==> src/nibble_exec_pkg.sv <==
// Package: register map, fields, opcodes and states of the nibble execution unit
package nibble_exec_pkg;
	// ****************************************
	// Register map
	// ****************************************
	localparam logic [11:0] ADDR_INSTR = 12'h000;
	localparam logic [11:0] ADDR_FLAGS = 12'h004;
	localparam logic [11:0] ADDR_STATUS = 12'h008;
	localparam logic [11:0] ADDR_PC = 12'h00C;
	localparam logic [11:0] ADDR_GREG = 12'h010;
	localparam logic [11:0] ADDR_MEM = 12'h040;
	localparam int GREG_WORDS = 4;
	localparam int MEM_WORDS = 16;
	// ****************************************
	// Field positions
	// ****************************************
	localparam int INSTR_OP_LSB = 0;
	localparam int INSTR_IMM_LSB = 4;
	localparam int INSTR_MADDR_LSB = 8;
	localparam int INSTR_RIDX_LSB = 12;
	localparam int FLAG_CARRY = 0;
	localparam int FLAG_ZERO = 1;
	localparam int FLAG_DECIMAL = 2;
	localparam int FLAG_COMPARE_ONLY = 3;
	localparam int STAT_SKIP = 0;
	localparam int STAT_SUPPRESSED = 1;
	localparam int STAT_ILLEGAL = 2;
	// ****************************************
	// Reset values and PC increment
	// ****************************************
	localparam logic [3:0] FLAGS_RST = 4'h0;
	localparam logic [8:0] PC_RST = 9'h000;
	localparam logic [8:0] PC_STEP = 9'h001;
	localparam logic [15:0] INSTR_RST = 16'h0000;
	localparam logic [3:0] NIB_RST = 4'h0;
	// ****************************************
	// Opcodes
	// ****************************************
	localparam logic [3:0] OP_NOP = 4'h0;
	localparam logic [3:0] OP_SKIP_EQ = 4'h1;
	localparam logic [3:0] OP_SKIP_NE = 4'h2;
	localparam logic [3:0] OP_SKIP_GE = 4'h3;
	localparam logic [3:0] OP_SKIP_LT = 4'h4;
	localparam logic [3:0] OP_ROT_RIGHT = 4'h5;
	localparam logic [3:0] OP_ADD_CARRY = 4'h6;
	// ****************************************
	// Bus states
	// ****************************************
	typedef enum logic [1:0] {
		APB_IDLE = 2'b01,
		APB_DONE = 2'b10
	} apb_state_e;
endpackage : nibble_exec_pkg

==> src/alu_if.sv <==
// Interface between the core control and the nibble ALU
`timescale 1ns/1ps
interface alu_if;
	logic [3:0] op;
	logic [3:0] imm;
	logic [3:0] mem_val;
	logic [3:0] reg_val;
	logic carry_in;
	logic compare_only;
	logic [3:0] res;
	logic carry_out;
	logic skip;
	logic wr_reg;
	logic legal;
	modport core (output op, imm, mem_val, reg_val, carry_in, compare_only,
		input res, carry_out, skip, wr_reg, legal);
	modport alu (input op, imm, mem_val, reg_val, carry_in, compare_only,
		output res, carry_out, skip, wr_reg, legal);
endinterface : alu_if

==> src/nibble_alu.sv <==
// Combinational nibble ALU: compare-skip, right rotate, add with carry
`timescale 1ns/1ps
module nibble_alu
	import nibble_exec_pkg::*;
(
	alu_if.alu bus
);
	always_comb begin
		bus.res = bus.reg_val;
		bus.carry_out = bus.carry_in;
		bus.skip = 1'b0;
		bus.wr_reg = 1'b0;
		bus.legal = 1'b1;
		unique case (bus.op)
			OP_NOP: begin
				bus.legal = 1'b1;
			end
			OP_SKIP_EQ: begin
				bus.skip = (bus.mem_val == bus.imm);
			end
			OP_SKIP_NE: begin
				bus.skip = (bus.mem_val != bus.imm);
			end
			OP_SKIP_GE: begin
				bus.skip = (bus.mem_val >= bus.imm);
			end
			OP_SKIP_LT: begin
				bus.skip = (bus.mem_val < bus.imm);
			end
			OP_ROT_RIGHT: begin
				{bus.res, bus.carry_out} = {bus.carry_in, bus.reg_val};
				bus.wr_reg = 1'b1;
			end
			OP_ADD_CARRY: begin
				{bus.carry_out, bus.res} = {1'b0, bus.reg_val} + {1'b0, bus.reg_val}
					+ {4'h0, bus.carry_in};
				bus.wr_reg = !bus.compare_only;
			end
			default: begin
				bus.legal = 1'b0;
			end
		endcase
	end
endmodule : nibble_alu

==> src/nibble_compare_skip_rotate.sv <==
// Nibble compare-skip and rotate execution unit with APB register access
//
// The APB register port and the register addresses are this design's own decisions.
`timescale 1ns/1ps
module nibble_compare_skip_rotate
	import nibble_exec_pkg::*;
(
	input wire logic ref_clk,
	input wire logic arst_n,
	input wire logic [11:0] paddr,
	input wire logic psel,
	input wire logic penable,
	input wire logic pwrite,
	input wire logic [31:0] pwdata,
	output logic [31:0] prdata,
	output logic pready,
	output logic pslverr,
	output logic skip_pending
);
	// ****************************************
	// Decode helpers
	// ****************************************
	function automatic logic in_block(input logic [11:0] a, input logic [11:0] base,
		input int words);
		return (a >= base) && (a < base + 12'(4 * words)) && (a[1:0] == 2'b00);
	endfunction : in_block

	apb_state_e st_q, st_d;
	logic pready_q, pready_d;
	logic pslverr_q, pslverr_d;
	logic [31:0] prdata_q, prdata_d;
	logic [15:0] instr_q, instr_d;
	logic [3:0] flags_q, flags_d;
	logic skip_q, skip_d;
	logic supp_q, supp_d;
	logic ill_q, ill_d;
	logic [8:0] pc_q, pc_d;
	logic [3:0][3:0] greg_q, greg_d;
	logic [15:0][3:0] mem_q, mem_d;

	logic acc, wr_done, issue, exec, suppress, mapped, hit_greg, hit_mem;
	logic [3:0] op, imm, mem_nib, reg_nib, rot_exp;
	logic [3:0] maddr;
	logic [1:0] ridx;
	logic [4:0] add_exp;
	logic is_skip;
	alu_if alu ();

	assign acc = psel && penable;
	assign wr_done = acc && pready_q && pwrite && mapped;
	assign issue = wr_done && (paddr == ADDR_INSTR);
	assign exec = issue && !skip_q;
	assign suppress = issue && skip_q;
	assign hit_greg = in_block(paddr, ADDR_GREG, GREG_WORDS);
	assign hit_mem = in_block(paddr, ADDR_MEM, MEM_WORDS);
	assign mapped = hit_greg || hit_mem || (paddr == ADDR_INSTR) || (paddr == ADDR_FLAGS)
		|| (paddr == ADDR_STATUS) || (paddr == ADDR_PC);
	assign op = pwdata[INSTR_OP_LSB +: 4];
	assign imm = pwdata[INSTR_IMM_LSB +: 4];
	assign maddr = pwdata[INSTR_MADDR_LSB +: 4];
	assign ridx = pwdata[INSTR_RIDX_LSB +: 2];
	assign mem_nib = mem_q[maddr];
	assign reg_nib = greg_q[ridx];
	assign rot_exp = {flags_q[FLAG_CARRY], reg_nib[3:1]};
	assign add_exp = {1'b0, reg_nib} + {1'b0, reg_nib} + {4'h0, flags_q[FLAG_CARRY]};
	assign is_skip = (op == OP_SKIP_EQ) || (op == OP_SKIP_NE) || (op == OP_SKIP_GE)
		|| (op == OP_SKIP_LT);

	assign alu.op = op;
	assign alu.imm = imm;
	assign alu.mem_val = mem_nib;
	assign alu.reg_val = reg_nib;
	assign alu.carry_in = flags_q[FLAG_CARRY];
	assign alu.compare_only = flags_q[FLAG_COMPARE_ONLY];

	nibble_alu u_alu (
		.bus(alu)
	);

	// ****************************************
	// APB slave
	// ****************************************
	always_comb begin
		st_d = st_q;
		pready_d = 1'b0;
		pslverr_d = 1'b0;
		prdata_d = prdata_q;
		unique case (st_q)
			APB_IDLE: begin
				if (acc) begin
					st_d = APB_DONE;
					pready_d = 1'b1;
					pslverr_d = !mapped;
					prdata_d = 32'h0000_0000;
					if (!pwrite && paddr == ADDR_INSTR) prdata_d = {16'h0000, instr_q};
					if (!pwrite && paddr == ADDR_FLAGS) prdata_d = {28'h0000000, flags_q};
					if (!pwrite && paddr == ADDR_STATUS) prdata_d = {29'h0, ill_q, supp_q, skip_q};
					if (!pwrite && paddr == ADDR_PC) prdata_d = {23'h0, pc_q};
					if (!pwrite && hit_greg) prdata_d = {28'h0000000, greg_q[paddr[3:2]]};
					if (!pwrite && hit_mem) prdata_d = {28'h0000000, mem_q[paddr[5:2]]};
				end
			end
			APB_DONE: begin
				st_d = APB_IDLE;
			end
		endcase
	end

	always_ff @(posedge ref_clk or negedge arst_n) begin
		if (!arst_n) begin
			st_q <= APB_IDLE;
			pready_q <= 1'b0;
			pslverr_q <= 1'b0;
			prdata_q <= 32'h0000_0000;
		end else begin
			st_q <= st_d;
			pready_q <= pready_d;
			pslverr_q <= pslverr_d;
			prdata_q <= prdata_d;
		end
	end

	// ****************************************
	// Execution state
	// ****************************************
	always_comb begin
		instr_d = instr_q;
		flags_d = flags_q;
		skip_d = skip_q;
		supp_d = supp_q;
		ill_d = ill_q;
		pc_d = pc_q;
		greg_d = greg_q;
		mem_d = mem_q;
		if (issue) begin
			instr_d = pwdata[15:0];
			pc_d = pc_q + PC_STEP;
			if (skip_q) begin
				skip_d = 1'b0;
				supp_d = 1'b1;
			end else begin
				supp_d = 1'b0;
				skip_d = alu.skip;
				ill_d = !alu.legal;
				flags_d[FLAG_CARRY] = alu.carry_out;
				if (alu.wr_reg) greg_d[ridx] = alu.res;
			end
		end
		if (wr_done && paddr == ADDR_FLAGS) flags_d = pwdata[3:0];
		if (wr_done && hit_greg) greg_d[paddr[3:2]] = pwdata[3:0];
		if (wr_done && hit_mem) mem_d[paddr[5:2]] = pwdata[3:0];
	end

	always_ff @(posedge ref_clk or negedge arst_n) begin
		if (!arst_n) begin
			instr_q <= INSTR_RST;
			flags_q <= FLAGS_RST;
			skip_q <= 1'b0;
			supp_q <= 1'b0;
			ill_q <= 1'b0;
			pc_q <= PC_RST;
			greg_q <= {GREG_WORDS{NIB_RST}};
			mem_q <= {MEM_WORDS{NIB_RST}};
		end else begin
			instr_q <= instr_d;
			flags_q <= flags_d;
			skip_q <= skip_d;
			supp_q <= supp_d;
			ill_q <= ill_d;
			pc_q <= pc_d;
			greg_q <= greg_d;
			mem_q <= mem_d;
		end
	end

	assign prdata = prdata_q;
	assign pready = pready_q;
	assign pslverr = pslverr_q;
	assign skip_pending = skip_q;
endmodule : nibble_compare_skip_rotate

==> config.mk <==
export PLATFORM = sky130hd
export DESIGN_NAME = nibble_compare_skip_rotate
export DESIGN_NICKNAME = d
export VERILOG_FILES = /design/src/nibble_exec_pkg.sv /design/src/alu_if.sv /design/src/nibble_alu.sv /design/src/nibble_compare_skip_rotate.sv
export SDC_FILE = /design/constraint.sdc
export NUM_CORES = 1
export LEC_CHECK = 0
export ABC_CLOCK_PERIOD_IN_PS = 2870
export BUFFER_PORTS_ARGS = -buffer_cell sky130_fd_sc_hd__buf_4
export CORE_MARGIN = 2
export CORE_UTILIZATION = 59
export CTS_CLUSTER_DIAMETER = 60
export DETAILED_ROUTE_END_ITERATION = 10
export HOLD_SLACK_MARGIN = 0.15
export PLACE_DENSITY = 0.77
export SLEW_MARGIN = 40
export SYNTH_ARGS = -nofsm -noshare
export SYNTH_HDL_FRONTEND = slang
export SYNTH_SLANG_ARGS = --single-unit
==> constraint.sdc <==
create_clock -name ref_clk -period 2.87 [get_ports ref_clk]
set_input_delay 0.4305 -clock ref_clk [delete_from_list [all_inputs] [get_ports ref_clk]]
set_output_delay 0.4305 -clock ref_clk [all_outputs]
set_load 0.01 [all_outputs]
==> impl_results.md, run 1 <==
- Outcome: finished clean
- Final cell count without fillers: 826
- Fraction of synthesized cell area taken by the top area cell type: 0.440
- Worst Hold Endpoint: instr_q[15]
- Origin of the worst min-delay path: pwdata[15]
- Die Wd: 116 µm
- Filler Cell Count: 892
- Worst setup path startpoint: mem_q[47]
- Area occupied by multi-input gates: 3820 µm²
- Biggest area contributors in the synthesized netlist: sky130_fd_sc_hd__dfrtp_1, sky130_fd_sc_hd__mux4_2, sky130_fd_sc_hd__mux2_2
- Share of the yosys chip area belonging to registers: 0.444
- Pre-Repair DR Iteration Count: 7
- Slew margin rel.: 0.540
- Required time at the endpoint of the critical path: 3.16 ns
- Starting density of the core: 0.597
- Register clock-pin slew on the reported worst setup and hold paths: 0.06 ns
- Average detailed-routed wire length per instance: 22.7 µm
- Root Driver: sky130_fd_sc_hd__clkbuf_16
- Final weighted congestion in routability-driven placement: 0.856
- R2r startpoint: mem_q[47]
- Crit-path max cell delay: 0.50 ns
- Later-pin clock latency in the skew report: 0.43 ns
- Sum of internal, switching and leakage power: 4.35 mW
- Global route overflow: 0
- Global-route wire length before repair: 30.0 mm
- Top-level port count: 84
- Maximum number of pins on one net before global-route repair: 57
- Overall Global Routing Usage: 0.299
- Critical Path Fanout Max: 3
- EDFF count, synth: 0
- Classification of the worst-slack hold path: input pin to register
- Worst reg2reg path endpoint: skip_pending
- Synthesized instance count: 597
- Worst setup slack after placement: -0.0373 ns
- Clock Sinks: 132
- Dpl hpwl: 13.0 mm
- Fmax: 399 MHz
- Hold depth: 2
- CTS tree: done
- Critical path's slowest cell: sky130_fd_sc_hd__mux4_2
- Number of placed instances with taps included: 794
- Count of max-cap constraint violations: 0
- Complex-gate fraction of the synthesized area: 0.0894
- Antenna diode count: 0
- Register area: 3300 µm²
- Yosys reg bits: 132
- Largest family of logic cells by synthesized area: multiplexers
- Worst path most repeated cell: sky130_fd_sc_hd__mux4_2
- TritonCTS Buffers: 17
- Number of standard-cell rows in the floorplan: 41
- Largest clock skew in the final design: 0.00863 ns
- Critical path startpoint category: register
- Transition time at the pin with the least slew margin: 0.691 ns
- Area added between synthesis and finish: 14.6%
- Share of cells above drive strength 1: 0.390
- Total power divided by cell area: 510 nW/µm²
- Die Footprint: 13500 µm²
- Series of cell instances along the critical path: mux4_2 -> mux4_2 -> ha_1 -> a21oi_1 -> o211ai_1 -> a211oi_1 -> o21ai_0
- Post-synthesis mux area share: 0.289
- Type of the setup path with the least slack: register to register
- Library cell occupying the most area in the post-synthesis netlist: sky130_fd_sc_hd__dfrtp_1
- Top cell family by delay on the critical path: multiplexers
- Final net count: 696
- Number of buffers inserted by port buffering: 51
- Unrepaired setup endpoints after global routing: false
- Crit path buffers/inverters: 0
- Die Span Y: 116 µm
- Post-Syn Area per Cell: 12.5 µm²
- Final max-slew violation count: 0
- Core area: 12500 µm²
- DRC violations left: 0
- Proportion of register bits with asynchronous set or reset after synthesis: 1.00
- FF-to-FF setup slack: 0.36 ns
- Period utilisation layout: 0.874
- Leakage power summed over all cells: 3.86 nW
- Synthesized-area fraction occupied by adder cells: 0.00840
- Top cell types by occurrence after synthesis: sky130_fd_sc_hd__dfrtp_1, sky130_fd_sc_hd__mux2_2, sky130_fd_sc_hd__mux4_2
- Data arrival time of the critical path: 2.80 ns
- Vias in the first global route: 5611
- Area of the mapped netlist: 7440 µm²
- Number of vias after detailed routing: 5482
- Worst ir drop on vdd: 0.000410 V
- Antenna violations before repair: 0
- Antenna violation net count after detailed routing: 0
- CTS H-tree depth: 4
- Time the final worst path needs with I/O delays and setup: 2.51 ns
- Yosys warns: 0
- Most common cell in the synthesized netlist: sky130_fd_sc_hd__dfrtp_1
- Final hold violations: 0
- Unique cell type count in the Yosys netlist: 57
- Basic-gate share of the synthesized area counting and, or, nand and nor cells: 0.109
- Dominant synthesized flop cell: sky130_fd_sc_hd__dfrtp_1
- Post-synthesis xor/xnor area fraction: 0.00941
- Critical Path Sink Type: register
- Vias per cell: 6.64
- Final setup violation count: 0
- Count of cells along the worst register-to-register path: 7
- Max Root-Sink Buffers: 2
- Number of DRC markers after the initial detailed-route iteration: 507
- Final setup margin: 0.362 ns
- Post-Route WL: 18.7 mm
layout by cell type, fill, tap and decap left out, drive strengths merged, types with 10 or more instances in the layout:
cell	count
nor4	11
nor2b	10
nor2	19
inv	14
mux4	47
nand2	33
o21ai	21
conb	16
clkbuf	20
nand3	14
a21oi	12
nor3	14
buf	71
mux2	91
a22oi	14
a22o	10
dfrtp	131
final cells by class:
| class | instances | share of cell area |
|---|---|---|
| Timing Repair Buffer | 72 | 0.0651 |
| Clock inverter | 11 | 0.0151 |
| Multi-Input combinational cell | 406 | 0.448 |
| Inverter | 13 | 0.00572 |
| Clock buffer | 20 | 0.0535 |
| Tap cell | 172 | 0.0252 |
| Sequential cell | 132 | 0.387 |
cells by family after synthesis:
| group | Yosys count |
|---|---|
| AO/OA/AOI/OAI | 93 |
| XOR/XNOR | 8 |
| adder cells (fa/ha/maj) | 5 |
| buffers and inverters | 74 |
| flip-flops | 132 |
| multiplexers | 145 |
| other | 1 |
| AND/OR/NAND/NOR | 139 |
how the worst max path moves through the flow:
stage	endpoint	cells past startpoint	slack, ns
after detailed placement	skip_pending	8	-0.04
after global routing	skip_pending	8	0.25
after floorplan	skip_pending	9	0.008
final	skip_pending	7	0.36
after CTS	skip_pending	7	0.38
after global placement	skip_pending	8	0.01
routing by layer:
metal,up-vias,share of wire,global-route usage
li1,2328,-,-
met1,2777,0.39,0.384
met2,315,0.50,0.488
met3,62,0.077,0.0597
met4,0,0.036,0.148
met5,-,0,0
sequential cells by signal, summed over array words and instances, names as in the netlist:
register	flops
flags_q	4
greg_q	16
ill_q	1
instr_q	16
mem_q	64
pc_q	9
prdata	16
pready	1
pslverr	1
skip_pending	1
st_q	2
supp_q	1
power by group:
group	switching, mW	internal [mW]
clock	0.813	1.32
combinational	0.220	0.105
sequential	0.00924	1.89
repair_timing:
item                      CTS  global route
setup buffers               0             0
hold endpoints to repair   49             0
hold buffers                1             0
resized for setup           0             0
per-stage QoR:
stage	hold slack (ns)	cell area, µm²	util	TNS [ns]
4_1_cts	0.222	8530	0.685	0
3_5_place_dp	0.465	7940	0.637	-0.0373
6_report	0.242	8530	0.685	0
5_1_grt	0.237	8530	0.685	0
3_3_place_gp	0.455	7940	0.637	0
2_1_floorplan	0.135	7500	-	0
No activity file was read; power rests on OpenSTA's default activity.
==> inputs of run 2 (changes only) <==
--- a/config.mk
+++ b/config.mk
@@ -5,14 +5,15 @@
 export SDC_FILE = /design/constraint.sdc
 export NUM_CORES = 1
 export LEC_CHECK = 0
-export ABC_CLOCK_PERIOD_IN_PS = 2870
+export ABC_CLOCK_PERIOD_IN_PS = 2100
 export BUFFER_PORTS_ARGS = -buffer_cell sky130_fd_sc_hd__buf_4
 export CORE_MARGIN = 2
-export CORE_UTILIZATION = 59
+export CORE_UTILIZATION = 53
 export CTS_CLUSTER_DIAMETER = 60
 export DETAILED_ROUTE_END_ITERATION = 10
 export HOLD_SLACK_MARGIN = 0.15
-export PLACE_DENSITY = 0.77
+export PLACE_DENSITY = 0.73
+export SKIP_CTS_REPAIR_TIMING = 1
 export SLEW_MARGIN = 40
 export SYNTH_ARGS = -nofsm -noshare
 export SYNTH_HDL_FRONTEND = slang
==> constraint.sdc (replaced) <==
create_clock -name ref_clk -period 2.1 [get_ports ref_clk]
set_input_delay 0.315 -clock ref_clk [delete_from_list [all_inputs] [get_ports ref_clk]]
set_output_delay 0.315 -clock ref_clk [all_outputs]
set_load 0.01 [all_outputs]
==> run 2 against run 1 <==
The flow now finishes with violations (setup timing); worst setup slack got worse by 0.82 ns; clock skew grew 0.0024 ns; cell count rose by 14%; routed wire length up 16%; register-to-register slack got worse by 0.82 ns.
==> impl_results.md, run 2 (synthesized netlist as in run 1, its figures left out) <==
- Critical Path Sink Type: register
- Largest Register: mem_q
- Origin of the worst min-delay path: pwdata[4]
- Leakage power summed over all cells: 4.47 nW
- TritonCTS Buffers: 17
- Antenna violation net count after detailed routing: 0
- Hold slack final: 0.179 ns
- Outcome: complete, but fails checks
- Number of standard-cell rows in the floorplan: 43
- Sum of internal, switching and leakage power: 6.02 mW
- Max Root-Sink Buffers: 2
- CTS H-tree depth: 4
- Die Footprint: 15000 µm²
- Critical path startpoint category: register
- Top-level port count: 84
- Violations in the final reports: setup timing
- Die Span Y: 123 µm
- Data arrival time of the critical path: 2.86 ns
- Critical Path Fanout Max: 3
- Post-route cell area: 9570 µm²
- Worst Hold Endpoint: instr_q[4]
- Period utilisation layout: 1.22
- Vias in the first global route: 6110
- Final weighted congestion in routability-driven placement: 0.969
- Commonest cells after routing, fill and taps aside: sky130_fd_sc_hd__buf_4, sky130_fd_sc_hd__dfrtp_1, sky130_fd_sc_hd__mux2_2
- Final setup margin: -0.455 ns
- Pre-Repair DR Iteration Count: 5
- Count of max-cap constraint violations: 0
- Starting density of the core: 0.540
- Final setup violation count: 1
- Worst ir drop on vdd: 0.000610 V
- Number of flip-flops in the largest register: 64
- Fmax: 391 MHz
- FF-to-FF setup slack: -0.46 ns
- Instance area after placement: 8920 µm²
- Number of DRC markers after the initial detailed-route iteration: 678
- Global route overflow: 0
- Time the final worst path needs with I/O delays and setup: 2.56 ns
- Clock Sinks: 132
- Antenna diode count: 0
- R2r startpoint: mem_q[61]
- Transition time at the pin with the least slew margin: 0.609 ns
- Register clock-pin slew on the reported worst setup and hold paths: 0.06 ns
- DRC violations left: 0
- Worst setup slack after placement: -0.610 ns
- Global-route wire length before repair: 34.1 mm
- Core area: 13800 µm²
- Overall Global Routing Usage: 0.306
- Slew margin rel.: 0.594
- Largest clock skew in the final design: 0.0110 ns
- Hold depth: 2
- Number of buffers inserted by port buffering: 51
- Vias per cell: 6.41
- Final hold violations: 0
- Worst setup path startpoint: mem_q[61]
- Die Wd: 123 µm
- Required time at the endpoint of the critical path: 2.40 ns
- Number of vias after detailed routing: 6036
- Classification of the worst-slack hold path: input pin to register
- Count of cells along the worst register-to-register path: 7
- Area added between synthesis and finish: 28.6%
- Final max-slew violation count: 0
- Antenna violations before repair: 0
- Total power divided by cell area: 628 nW/µm²
- Share of cells above drive strength 1: 0.491
- Final net count: 804
- Maximum number of pins on one net before global-route repair: 43
- Root Driver: sky130_fd_sc_hd__clkbuf_16
- Filler Cell Count: 918
- Commonest non-fill, non-tap cell in the layout: sky130_fd_sc_hd__buf_4
- Unrepaired setup endpoints after global routing: true
- Dpl hpwl: 15.5 mm
- Worst reg2reg path endpoint: skip_pending
- Later-pin clock latency in the skew report: 0.43 ns
- CTS tree: done
- Average detailed-routed wire length per instance: 23.1 µm
- Type of the setup path with the least slack: register to register
- Post-Route WL: 21.8 mm
==> run 2: per-stage QoR <==
stage,instances,setup TNS [ns],utilization
detailed placement,905,-19.23,0.648
CTS,936,-0.317,0.689
global placement,905,-15.63,0.648
finish,942,-0.455,0.695
global route,942,-0.580,0.695
floorplan,612,-3.03,-
==> run 2: metal layers <==
| metal | vias up | wire, µm | global-route usage |
|---|---|---|---|
| met3 | 74 | 1720 | 0.0702 |
| met5 | - | 0 | 0 |
| met4 | 0 | 791 | 0.127 |
| li1 | 2560 | - | - |
| met1 | 3042 | 8760 | 0.405 |
| met2 | 360 | 10500 | 0.487 |
==> run 2: worst max-delay path, cell delays in order, from the launching register on <==
cell	delay, ns
sky130_fd_sc_hd__dfrtp_1	0.41
sky130_fd_sc_hd__mux4_2	0.50
sky130_fd_sc_hd__mux4_2	0.52
sky130_fd_sc_hd__ha_4	0.29
sky130_fd_sc_hd__nand4_1	0.12
sky130_fd_sc_hd__nor3b_2	0.18
sky130_fd_sc_hd__a211oi_1	0.30
sky130_fd_sc_hd__o21ai_1	0.11
==> run 2: how the worst max path moves through the flow <==
stage	end	slack, ns
after detailed placement	skip_pending	-0.61
after global placement	skip_pending	-0.55
final	skip_pending	-0.46
after floorplan	skip_pending	-0.40
after global routing	skip_pending	-0.58
after CTS	skip_pending	-0.31
==> run 2: area by class of cell <==
type | instances | area (µm²) | area share
Clock buffer | 17 | 425 | 0.0444
Clock inverter | 14 | 143 | 0.0149
Multi-Input combinational cell | 406 | 3990 | 0.416
Timing Repair Buffer | 180 | 1440 | 0.151
Tap cell | 180 | 225 | 0.0235
Inverter | 13 | 48.8 | 0.00510
Sequential cell | 132 | 3300 | 0.345
==> run 2: where the power goes <==
part | switching (mW) | internal, mW
logic | 0.327 | 0.204
clock network | 1.24 | 1.66
registers | 0.00989 | 2.58
total | 1.58 | 4.44
